<file path="src/design/kgp_pkg.sv">
// Package for the keypad-shared GPIO ports: offsets, widths, reset values.
// Assumes a classic Wishbone slave with 32-bit data and byte addresses.
`default_nettype none
package kgp_pkg;
	// Register indices as printed; byte address is four times the index
	localparam logic [7:0] KGP_IDX_THREE_DATA = 8'h0A;
	localparam logic [7:0] KGP_IDX_TWO_DATA = 8'h0B;
	localparam logic [7:0] KGP_IDX_THREE_DIR = 8'h0E;
	localparam logic [7:0] KGP_IDX_TWO_DIR = 8'h0F;
	localparam logic [7:0] KGP_IDX_WAKE_CTRL = 8'h10;
	// Port widths
	localparam int KGP_THREE_W = 3;
	localparam int KGP_TWO_W = 2;
	// Wake-enable field positions in the control register
	localparam int KGP_WAKE_THREE_LSB = 0;
	localparam int KGP_WAKE_TWO_LSB = 3;
	localparam int KGP_WAKE_W = 5;
	// Reset values
	localparam logic [2:0] KGP_THREE_DIR_RST = 3'h0;
	localparam logic [1:0] KGP_TWO_DIR_RST = 2'h0;
	localparam logic [4:0] KGP_WAKE_RST = 5'h00;
	// Slave states
	typedef enum logic [1:0] {
		KGP_IDLE = 2'b01,
		KGP_ACK = 2'b10
	} kgp_state_t;
endpackage
`default_nettype wire

</file>
<file path="src/design/kgp_pin_cell.sv">
// One GPIO pin cell: synchroniser, output enable and read-back mux.
// Assumes the pad level arrives asynchronously.
`default_nettype none
module kgp_pin_cell (
	// Clock and reset
	input wire logic clk_i,
	input wire logic rst_i,
	// Control from registers
	input wire logic latch_i,
	input wire logic dir_i,
	input wire logic wake_en_i,
	// Pad
	input wire logic pad_i,
	output logic pad_o,
	output logic pad_oe_o,
	// Read-back and synchronised pin level
	output logic rd_o,
	output logic pin_sync_o
);
	logic meta_r;
	logic sync_r;
	// Two-stage synchroniser
	always_ff @(posedge clk_i) begin
		if (rst_i) begin
			meta_r <= 1'b0;
			sync_r <= 1'b0;
		end else begin
			meta_r <= pad_i;
			sync_r <= meta_r;
		end
	end
	// Drive only when output and not taken by wake module
	assign pad_oe_o = dir_i & ~wake_en_i;
	assign pad_o = latch_i;
	// Latch when output, pin level when input
	assign rd_o = dir_i ? latch_i : sync_r;
	assign pin_sync_o = sync_r;
endmodule
`default_nettype wire

</file>
<file path="src/design/kgp_ports.sv">
// Top of the keypad-shared GPIO ports: Wishbone registers and five pin cells.
// Assumes classic Wishbone single cycles and asynchronous pad inputs.
//
// Functional notes
// - First port has three pins, latch, direction.
// - Second port has two wake-shared pins.
// - First-port direction one drives, zero tristates.
// - Second-port direction one drives, zero inputs.
// - Reset clears first-port direction bits.
// - Reset clears second-port direction bits.
// - First data read: latch if output, else pin.
// - Second data read: latch if output, else pin.
// - Data writes with byte lane 0 selected always update the latch.
// - Input pin: write changes only latch.
// - Reset leaves second-port latch unchanged.
// - Reset leaves first-port latch unchanged.
// - Wake enable overrides first-port direction.
// - Wake enables four, three take second port.
`default_nettype none
module kgp_ports
	import kgp_pkg::*;
(
	// Clock and reset
	input wire logic clk_i,
	input wire logic rst_i,
	// Wishbone slave
	input wire logic wb_cyc_i,
	input wire logic wb_stb_i,
	input wire logic wb_we_i,
	input wire logic [7:0] wb_adr_i,
	input wire logic [3:0] wb_sel_i,
	input wire logic [31:0] wb_dat_i,
	output logic [31:0] wb_dat_o,
	output logic wb_ack_o,
	output logic wb_err_o,
	// First port pads
	input wire logic [2:0] three_pad_i,
	output logic [2:0] three_pad_o,
	output logic [2:0] three_pad_oe_o,
	// Second port pads
	input wire logic [1:0] two_pad_i,
	output logic [1:0] two_pad_o,
	output logic [1:0] two_pad_oe_o,
	// Wake pins to keypad module
	output logic [4:0] keypad_wake_pin_o,
	output logic [4:0] keypad_wake_enable_o
);
	kgp_state_t state_r;
	logic [2:0] port_three_data_latch_r;
	logic [1:0] port_two_data_latch_r;
	logic [2:0] port_three_direction_r;
	logic [1:0] port_two_direction_r;
	logic [4:0] keypad_wake_control_r;
	logic [4:0] pin_rd;
	logic [4:0] pin_sync;
	logic [4:0] all_latch;
	logic [4:0] all_dir;
	logic [4:0] all_oe;
	logic [4:0] all_out;
	logic [4:0] all_pad;
	logic [31:0] rd_nxt;
	logic req;
	logic hit;
	logic wr_lane0;
	logic [5:0] adr_idx;

	// Word index decode
	function automatic logic is_mapped(input logic [7:0] adr);
		logic [5:0] idx;
		idx = adr[7:2];
		is_mapped = ({2'b00, idx} == KGP_IDX_THREE_DATA) || ({2'b00, idx} == KGP_IDX_TWO_DATA)
			|| ({2'b00, idx} == KGP_IDX_THREE_DIR) || ({2'b00, idx} == KGP_IDX_TWO_DIR)
			|| ({2'b00, idx} == KGP_IDX_WAKE_CTRL);
	endfunction

	assign req = wb_cyc_i & wb_stb_i & (state_r == KGP_IDLE);
	assign hit = is_mapped(wb_adr_i);
	assign wr_lane0 = req & hit & wb_we_i & wb_sel_i[0];
	assign adr_idx = wb_adr_i[7:2]; // Word index, used by the checks

	// Answer state: one ack or err per request, dropped next cycle
	always_ff @(posedge clk_i) begin
		if (rst_i) begin
			state_r <= KGP_IDLE;
			wb_ack_o <= 1'b0;
			wb_err_o <= 1'b0;
		end else begin
			case (state_r)
				KGP_IDLE: begin
					wb_ack_o <= req & hit;
					wb_err_o <= req & ~hit;
					if (req) begin
						state_r <= KGP_ACK;
					end
				end
				KGP_ACK: begin
					wb_ack_o <= 1'b0;
					wb_err_o <= 1'b0;
					state_r <= KGP_IDLE;
				end
				default: begin
					wb_ack_o <= 1'b0;
					wb_err_o <= 1'b0;
					state_r <= KGP_IDLE;
				end
			endcase
		end
	end

	// Data latches: no reset, written regardless of direction
	always_ff @(posedge clk_i) begin
		if (wr_lane0 && {2'b00, wb_adr_i[7:2]} == KGP_IDX_THREE_DATA) begin
			port_three_data_latch_r <= wb_dat_i[2:0];
		end
		if (wr_lane0 && {2'b00, wb_adr_i[7:2]} == KGP_IDX_TWO_DATA) begin
			port_two_data_latch_r <= wb_dat_i[1:0];
		end
	end

	// Direction registers, cleared by reset
	always_ff @(posedge clk_i) begin
		if (rst_i) begin
			port_three_direction_r <= KGP_THREE_DIR_RST;
			port_two_direction_r <= KGP_TWO_DIR_RST;
		end else begin
			if (wr_lane0 && {2'b00, wb_adr_i[7:2]} == KGP_IDX_THREE_DIR) begin
				port_three_direction_r <= wb_dat_i[2:0];
			end
			if (wr_lane0 && {2'b00, wb_adr_i[7:2]} == KGP_IDX_TWO_DIR) begin
				port_two_direction_r <= wb_dat_i[1:0];
			end
		end
	end

	// Wake-enable control, cleared by reset
	always_ff @(posedge clk_i) begin
		if (rst_i) begin
			keypad_wake_control_r <= KGP_WAKE_RST;
		end else if (wr_lane0 && {2'b00, wb_adr_i[7:2]} == KGP_IDX_WAKE_CTRL) begin
			keypad_wake_control_r <= wb_dat_i[4:0];
		end
	end

	// Gather five pins into one vector
	assign all_latch = {port_two_data_latch_r, port_three_data_latch_r};
	assign all_dir = {port_two_direction_r, port_three_direction_r};
	assign all_pad = {two_pad_i, three_pad_i};

	// One cell per pin
	genvar g;
	generate
		for (g = 0; g < 5; g++) begin : g_pin
			kgp_pin_cell u_cell (
				.clk_i(clk_i),
				.rst_i(rst_i),
				.latch_i(all_latch[g]),
				.dir_i(all_dir[g]),
				.wake_en_i(keypad_wake_control_r[g]),
				.pad_i(all_pad[g]),
				.pad_o(all_out[g]),
				.pad_oe_o(all_oe[g]),
				.rd_o(pin_rd[g]),
				.pin_sync_o(pin_sync[g])
			);
		end
	endgenerate

	assign three_pad_o = all_out[2:0];
	assign three_pad_oe_o = all_oe[2:0];
	assign two_pad_o = all_out[4:3];
	assign two_pad_oe_o = all_oe[4:3];
	assign keypad_wake_pin_o = pin_sync;
	assign keypad_wake_enable_o = keypad_wake_control_r;

	// Read mux, upper bits zero
	always_comb begin
		rd_nxt = 32'h00000000;
		case ({2'b00, wb_adr_i[7:2]})
			KGP_IDX_THREE_DATA: rd_nxt[2:0] = pin_rd[2:0];
			KGP_IDX_TWO_DATA: rd_nxt[1:0] = pin_rd[4:3];
			KGP_IDX_THREE_DIR: rd_nxt[2:0] = port_three_direction_r;
			KGP_IDX_TWO_DIR: rd_nxt[1:0] = port_two_direction_r;
			KGP_IDX_WAKE_CTRL: rd_nxt[4:0] = keypad_wake_control_r;
			default: rd_nxt = 32'h00000000;
		endcase
	end

	// Read data registered with the ack
	always_ff @(posedge clk_i) begin
		if (rst_i) begin
			wb_dat_o <= 32'h00000000;
		end else if (req) begin
			wb_dat_o <= rd_nxt;
		end
	end

	// Checks
	AST_DIR_RESET: assert property (@(posedge clk_i) rst_i |=>
		(port_three_direction_r == 3'h0) && (three_pad_oe_o == 3'h0))
		else $error("first port not input after reset");
	AST_DIR_RESET_TWO: assert property (@(posedge clk_i) rst_i |=>
		(port_two_direction_r == 2'h0) && (two_pad_oe_o == 2'h0))
		else $error("second port not input after reset");
	AST_OE_THREE: assert property (@(posedge clk_i) disable iff (rst_i)
		three_pad_oe_o == (port_three_direction_r & ~keypad_wake_control_r[2:0]))
		else $error("first port enable wrong");
	AST_OE_TWO: assert property (@(posedge clk_i) disable iff (rst_i)
		two_pad_oe_o == (port_two_direction_r & ~keypad_wake_control_r[4:3]))
		else $error("second port enable wrong");
	AST_WAKE_OVR: assert property (@(posedge clk_i) disable iff (rst_i)
		keypad_wake_control_r[0] |-> !three_pad_oe_o[0])
		else $error("wake enable did not override");
	AST_WAKE_TWO: assert property (@(posedge clk_i) disable iff (rst_i)
		keypad_wake_control_r[4] |-> !two_pad_oe_o[1])
		else $error("wake enable four did not override");
	AST_LATCH_WR: assert property (@(posedge clk_i) disable iff (rst_i)
		(wr_lane0 && {2'b00, adr_idx} == KGP_IDX_THREE_DATA)
		|=> (port_three_data_latch_r == $past(wb_dat_i[2:0])))
		else $error("latch not written");
	AST_RD_THREE: assert property (@(posedge clk_i) disable iff (rst_i)
		(req && {2'b00, adr_idx} == KGP_IDX_THREE_DATA && !wb_we_i
		&& port_three_direction_r == 3'h7
		&& $stable(port_three_data_latch_r))
		|=> wb_ack_o && wb_dat_o[2:0] == port_three_data_latch_r)
		else $error("read of output latch wrong");
	AST_RD_HIGH: assert property (@(posedge clk_i) disable iff (rst_i)
		wb_ack_o |-> wb_dat_o[31:5] == 27'h0)
		else $error("upper bits not zero");
	AST_ACK_ONE: assert property (@(posedge clk_i) disable iff (rst_i)
		wb_ack_o |=> !wb_ack_o)
		else $error("ack held two cycles");

	// Bus answer timing and exclusivity
	// Mapped request answered by ack next cycle
	AST_ACK_LAT: assert property (@(posedge clk_i) disable iff (rst_i)
		(req && hit) |=> (wb_ack_o && !wb_err_o))
		else $error("mapped request not acked");
	// Unmapped request answered by err next cycle
	AST_ERR_LAT: assert property (@(posedge clk_i) disable iff (rst_i)
		(req && !hit) |=> (wb_err_o && !wb_ack_o))
		else $error("unmapped request not refused");
	// Error pulse lasts one cycle
	AST_ERR_ONE: assert property (@(posedge clk_i) disable iff (rst_i)
		wb_err_o |=> !wb_err_o)
		else $error("err held two cycles");
	// Never both answers at once
	AST_ACK_ERR_EXCL: assert property (@(posedge clk_i) disable iff (rst_i)
		!(wb_ack_o && wb_err_o))
		else $error("ack and err together");
	// Ack only while in the answer state
	AST_ACK_STATE: assert property (@(posedge clk_i) disable iff (rst_i)
		wb_ack_o |-> (state_r == KGP_ACK))
		else $error("ack outside answer state");
	// No new request taken during the answer cycle
	AST_REQ_BLOCK: assert property (@(posedge clk_i) disable iff (rst_i)
		(state_r == KGP_ACK) |-> !req)
		else $error("request taken while answering");
	// Reset quiets the bus and the wake enables
	AST_RESET_BUS: assert property (@(posedge clk_i) rst_i |=>
		(!wb_ack_o && !wb_err_o && keypad_wake_enable_o == KGP_WAKE_RST
		&& wb_dat_o == 32'h00000000))
		else $error("bus or wake state not cleared by reset");

	// Register writes
	// Unmapped write changes no control register
	AST_ERR_NO_WR: assert property (@(posedge clk_i) disable iff (rst_i)
		(req && !hit && wb_we_i) |=> ($stable(port_three_direction_r)
		&& $stable(port_two_direction_r) && $stable(keypad_wake_control_r)))
		else $error("unmapped write changed a register");
	// Second-port latch takes the written bits
	AST_LATCH_WR_TWO: assert property (@(posedge clk_i) disable iff (rst_i)
		(wr_lane0 && {2'b00, adr_idx} == KGP_IDX_TWO_DATA)
		|=> (port_two_data_latch_r == $past(wb_dat_i[1:0])))
		else $error("second latch not written");
	// First-port direction takes the written bits
	AST_DIR_WR_THREE: assert property (@(posedge clk_i) disable iff (rst_i)
		(wr_lane0 && {2'b00, adr_idx} == KGP_IDX_THREE_DIR)
		|=> (port_three_direction_r == $past(wb_dat_i[2:0])))
		else $error("first direction not written");
	// Second-port direction takes the written bits
	AST_DIR_WR_TWO: assert property (@(posedge clk_i) disable iff (rst_i)
		(wr_lane0 && {2'b00, adr_idx} == KGP_IDX_TWO_DIR)
		|=> (port_two_direction_r == $past(wb_dat_i[1:0])))
		else $error("second direction not written");
	// First-port direction holds without a write to it
	AST_DIR_HOLD_THREE: assert property (@(posedge clk_i) disable iff (rst_i)
		!(wr_lane0 && {2'b00, adr_idx} == KGP_IDX_THREE_DIR)
		|=> $stable(port_three_direction_r))
		else $error("first direction changed unasked");
	// Second-port direction holds without a write to it
	AST_DIR_HOLD_TWO: assert property (@(posedge clk_i) disable iff (rst_i)
		!(wr_lane0 && {2'b00, adr_idx} == KGP_IDX_TWO_DIR)
		|=> $stable(port_two_direction_r))
		else $error("second direction changed unasked");
	// Wake enables hold without a write to them
	AST_WAKE_HOLD: assert property (@(posedge clk_i) disable iff (rst_i)
		!(wr_lane0 && {2'b00, adr_idx} == KGP_IDX_WAKE_CTRL)
		|=> $stable(keypad_wake_control_r))
		else $error("wake enables changed unasked");

	// Read-back
	// First-port input bits read the synchronised pin
	AST_RD_PIN: assert property (@(posedge clk_i) disable iff (rst_i)
		(req && !wb_we_i && {2'b00, adr_idx} == KGP_IDX_THREE_DATA
		&& port_three_direction_r == 3'h0)
		|=> (wb_dat_o[2:0] == $past(keypad_wake_pin_o[2:0])))
		else $error("first port pin read wrong");
	// Second-port input bits read the synchronised pin
	AST_RD_PIN_TWO: assert property (@(posedge clk_i) disable iff (rst_i)
		(req && !wb_we_i && {2'b00, adr_idx} == KGP_IDX_TWO_DATA
		&& port_two_direction_r == 2'h0)
		|=> (wb_dat_o[1:0] == $past(keypad_wake_pin_o[4:3])))
		else $error("second port pin read wrong");
	// Second-port output bit reads its latch
	AST_RD_TWO_LATCH: assert property (@(posedge clk_i) disable iff (rst_i)
		(req && !wb_we_i && {2'b00, adr_idx} == KGP_IDX_TWO_DATA
		&& port_two_direction_r[1] && $stable(port_two_data_latch_r))
		|=> (wb_dat_o[1] == port_two_data_latch_r[1]))
		else $error("second port latch read wrong");
	// First-port direction reads back, upper bits zero
	AST_RD_DIR_THREE: assert property (@(posedge clk_i) disable iff (rst_i)
		(req && !wb_we_i && {2'b00, adr_idx} == KGP_IDX_THREE_DIR)
		|=> (wb_dat_o == {29'h00000000, $past(port_three_direction_r)}))
		else $error("first direction read wrong");
	// Second-port direction reads back, upper bits zero
	AST_RD_DIR_TWO: assert property (@(posedge clk_i) disable iff (rst_i)
		(req && !wb_we_i && {2'b00, adr_idx} == KGP_IDX_TWO_DIR)
		|=> (wb_dat_o == {30'h00000000, $past(port_two_direction_r)}))
		else $error("second direction read wrong");
	// Wake enables read back, upper bits zero
	AST_RD_WAKE: assert property (@(posedge clk_i) disable iff (rst_i)
		(req && !wb_we_i && {2'b00, adr_idx} == KGP_IDX_WAKE_CTRL)
		|=> (wb_dat_o == {27'h0000000, $past(keypad_wake_control_r)}))
		else $error("wake enables read wrong");
	// Refused access returns all zero
	AST_RD_ERR_ZERO: assert property (@(posedge clk_i) disable iff (rst_i)
		(req && !hit) |=> (wb_dat_o == 32'h00000000))
		else $error("refused read not zero");

	// Pins and wake sharing
	// Wake-pin levels are the pads two cycles back
	AST_WAKE_PIN_SYNC: assert property (@(posedge clk_i) disable iff (rst_i)
		(!$past(rst_i) && !$past(rst_i, 2))
		|-> (keypad_wake_pin_o == $past({two_pad_i, three_pad_i}, 2)))
		else $error("wake pin levels not synchronised");
	// Wake enable one releases first-port pin one
	AST_WAKE_OVR_ONE: assert property (@(posedge clk_i) disable iff (rst_i)
		keypad_wake_control_r[1] |-> !three_pad_oe_o[1])
		else $error("wake enable one did not override");
	// Wake enable two releases first-port pin two
	AST_WAKE_OVR_TWO: assert property (@(posedge clk_i) disable iff (rst_i)
		keypad_wake_control_r[2] |-> !three_pad_oe_o[2])
		else $error("wake enable two did not override");
	// Wake enable three releases second-port pin zero
	AST_WAKE_THREE: assert property (@(posedge clk_i) disable iff (rst_i)
		keypad_wake_control_r[3] |-> !two_pad_oe_o[0])
		else $error("wake enable three did not override");
	// A driven first-port pin shows its latch
	AST_PAD_DRIVE: assert property (@(posedge clk_i) disable iff (rst_i)
		three_pad_oe_o[0] |-> (three_pad_o[0] == port_three_data_latch_r[0]))
		else $error("driven pin not showing latch");
	// A driven second-port pin shows its latch
	AST_PAD_DRIVE_TWO: assert property (@(posedge clk_i) disable iff (rst_i)
		two_pad_oe_o[1] |-> (two_pad_o[1] == port_two_data_latch_r[1]))
		else $error("driven second pin not showing latch");
endmodule
`default_nettype wire

</file>
<file path="config.mk">
export PLATFORM = sky130hd
export DESIGN_NAME = kgp_ports
export DESIGN_NICKNAME = d
export VERILOG_FILES = /design/src/design/kgp_pkg.sv /design/src/design/kgp_pin_cell.sv /design/src/design/kgp_ports.sv
export SDC_FILE = /design/constraint.sdc
export NUM_CORES = 1
export LEC_CHECK = 0
export BUFFER_PORTS_ARGS = -buffer_cell sky130_fd_sc_hd__clkbuf_2
export CORE_MARGIN = 2
export CORE_UTILIZATION = 35
export CTS_CLUSTER_SIZE = 14
export DETAILED_ROUTE_END_ITERATION = 10
export PLACE_DENSITY_LB_ADDON = 0.15
export SLEW_MARGIN = 15
export SYNTH_ARGS = -nofsm -noshare
export SYNTH_HDL_FRONTEND = slang
export SYNTH_SLANG_ARGS = --single-unit
</file>
<file path="constraint.sdc">
create_clock -name clk_i -period 1.93 [get_ports clk_i]
set_clock_uncertainty 0.2 [all_clocks]
set_input_delay 0.193 -clock clk_i [delete_from_list [all_inputs] [get_ports clk_i]]
set_output_delay 0.193 -clock clk_i [all_outputs]
set_load 0.02 [all_outputs]
</file>
==> impl_metrics.env <==
export IMPL_critical_path_class="flip-flop to flip-flop"
export IMPL_grt_overflow=0
export IMPL_synth_seq_cells=34
export IMPL_rsz0062_at_grt="false"
export IMPL_hold_class="primary input to flip-flop"
export IMPL_pin_count=108
export IMPL_start_util_pct=36.9
export IMPL_antenna_found_initial=0
export IMPL_fin_cells=299
export IMPL_ctsResizeCount=0
export IMPL_avgSynthCellArea_sq_um=9.59
export IMPL_std_cell_rows=25
export IMPL_area_growth_pct=16.9
export IMPL_gp_congestion=0.828
export IMPL_cts_buffers=5
export IMPL_netlist_area_sq_um=1770
export IMPL_powerDensity_nw_per_um2=682
export IMPL_reg2reg_from="state_r[1]"
export IMPL_drt_wl_total_mm=3.53
export IMPL_critical_path_peak_fanout=7
export IMPL_ant_nets=0
export IMPL_fin_setup_tns_ns=0
export IMPL_dieArea_sq_um=5630
export IMPL_drt_iter0_markers=54
export IMPL_cp_startpoint="state_r[1]"
export IMPL_grt_max_degree=26
export IMPL_clk_pin_slew_ns=0.07
export IMPL_hold_violations=0
export IMPL_core_area_sq_um=4790
export IMPL_required_ns=1.90
export IMPL_setup_viol=0
export IMPL_diodes=0
export IMPL_hpwl_mm=2.67
export IMPL_drc=0
export IMPL_grt_pass1_vias=1101
export IMPL_routedWlPerCell_microns=11.8
export IMPL_max_freq_mhz=582
export IMPL_hold_buffers=11
export IMPL_fp_dieH_microns=75.0
export IMPL_max_vdd_ir_drop_mv=0.370
export IMPL_htree_levels=2
export IMPL_min_period_ns=1.72
export IMPL_port_buffers=48
export IMPL_finalCritPeriodShare_pct=89.1
export IMPL_routed_via_density=4.20
export IMPL_status="complete, no violations"
export IMPL_power_leakage_uw=0.000899
export IMPL_grt_total_usage_pct=13.2
export IMPL_firstDrtPassIters=4
export IMPL_dp_cells=280
export IMPL_fp_dieW_microns=75.0
export IMPL_clk_path_buf_depth=2
export IMPL_synth_cell_types=32
export IMPL_via_count=1256
export IMPL_cts_sinks=34
export IMPL_cts_root_buffer="clkbuf_8"
export IMPL_crit_path_end_kind="flip-flop"
export IMPL_yosysWarnings=0
export IMPL_cts_tree="built"
export IMPL_worstPathArrival_ns=1.69
export IMPL_cts_setup_buffers=0
export IMPL_start_kind="flip-flop"
export IMPL_drive_above_1_share_pct=29.7
export IMPL_hp_start="wb_adr_i[4]"
export IMPL_grt_pass1_wl_mm=5.43
export IMPL_fin_nets=285
export IMPL_maxCapViolCount=0
export IMPL_clock_latency_ns=0.29
export IMPL_post_route_util_pct=43.1
export IMPL_final_max_slew_viol_count=0
export IMPL_ys_seq_area_share_pct=41.4
export IMPL_syn_inst=184
==> Yosys cell counts <==
cell type / instances / area (sq um)
buf_4: 47 / 353
dfxtp_1: 29 / 581
nor2_1: 15 / 56.3
nor2b_1: 15 / 93.8
mux2i_1: 14 / 140
nand2_1: 7 / 26.3
edfxtp_1: 5 / 150
nand3_1: 5 / 25.0
nand2b_1: 4 / 25.0
o21ai_0: 4 / 20.0
or3b_2: 4 / 35.0
a21oi_1: 3 / 15.0
clkbuf_1: 3 / 11.3
nor3_1: 3 / 15.0
a211oi_1: 2 / 15.0
a2bb2oi_1: 2 / 17.5
buf_2: 2 / 10.0
nand4b_1: 2 / 17.5
nor3b_1: 2 / 15.0
nor4_4: 2 / 42.5
nor4bb_1: 2 / 20.0
o22ai_1: 2 / 12.5
a221oi_1: 1 / 8.76
and2_1: 1 / 6.26
and4b_1: 1 / 10.0
buf_1: 1 / 3.75
conb_1: 1 / 3.75
inv_1: 1 / 3.75
nand4_1: 1 / 6.26
nand4bb_1: 1 / 11.3
or3_1: 1 / 6.26
or3b_1: 1 / 8.76
==> final cells by class <==
type / instances / area, sq um
Fill cell: 489 / 2720
Multi-Input combinational cell: 122 / 751
Sequential cell: 34 / 731
Timing Repair Buffer: 67 / 410
Tap cell: 67 / 83.8
Clock buffer: 5 / 68.8
Clock inverter: 3 / 16.3
Inverter: 1 / 3.75
==> routing by layer <==
metal / global-route usage [%] / up-vias / part of all wire (%)
li1: - / 644 / -
met1: 18.6 / 554 / 49
met2: 19.1 / 50 / 43
met3: 3.48 / 8 / 6.3
met4: 5.36 / 0 / 1.9
met5: 0 / - / 0
==> registers in the layout, indices dropped and copies added, names as in the netlist <==
name                     cells
keypad_wake_enable_o         5
port_three_data_latch_r      3
wb_dat_o                     5
wb_err_o                     1
wb_ack_o                     1
port_two_direction_r         2
port_three_direction_r       3
state_r                      2
g_pin.u_cell.meta_r          5
port_two_data_latch_r        2
g_pin.u_cell.pin_sync_o      5
==> layout by cell type, fill, tap and decap left out, drive strengths merged, types with 3 or more instances in the layout <==
| master | Yosys | layout |
|---|---|---|
| a21oi | 3 | 3 |
| buf | 50 | 8 |
| clkbuf | 3 | 53 |
| conb | 1 | 27 |
| dfxtp | 29 | 29 |
| dlygate4sd3 | 0 | 11 |
| edfxtp | 5 | 5 |
| mux2i | 14 | 14 |
| nand2 | 7 | 7 |
| nand2b | 4 | 4 |
| nand3 | 5 | 5 |
| nor2 | 15 | 15 |
| nor2b | 15 | 15 |
| nor3 | 3 | 3 |
| o21ai | 4 | 4 |
| or3b | 5 | 5 |
==> cells by family after synthesis <==
kind of cell | Yosys count | share of synthesized area, %
AO/OA/AOI/OAI | 14 | 5.03
buffers and inverters | 54 | 21.6
flip-flops | 34 | 41.4
multiplexers | 14 | 7.94
other | 1 | 0.212
AND/OR/NAND/NOR | 67 | 23.8
==> final timing paths <==
kind / to / slack, ns / depth (start not counted)
worst max-delay path: port_three_direction_r[1] / 0.21 / 5
worst min-delay path: wb_dat_o[1] / 0.18 / 5
worst max register to register: port_three_direction_r[1] / 0.21 / 5
worst min register to register: g_pin[1].u_cell.pin_sync_o / 0.24 / 1
==> report_power, final <==
part	leakage, uW	internal [uW]	switching (uW)
combinational	0.000576	58.8	110
sequential	0.000281	732	4.87
clock	0.0000416	246	256
==> critical path, stage by stage, from the launching register on <==
cell      delay, ns
dfxtp_1        0.30
nand4b_1       0.15
buf_4          0.18
nor4_4         0.48
mux2i_1        0.23
nor2_1         0.05
==> metrics by stage <==
stage	cell area, sq um	hold slack, ns	power, uW	worst slack (ns)
after floorplan	1860	0.0919	901	0.138
after global placement	1870	0.202	903	0.138
after detailed placement	1870	0.205	904	0.135
after CTS	2060	0.175	1430	0.208
after global routing	2060	0.194	1480	0.0962
final	2060	0.183	1410	0.211
Note: power is estimated with default switching activity, not from simulation.
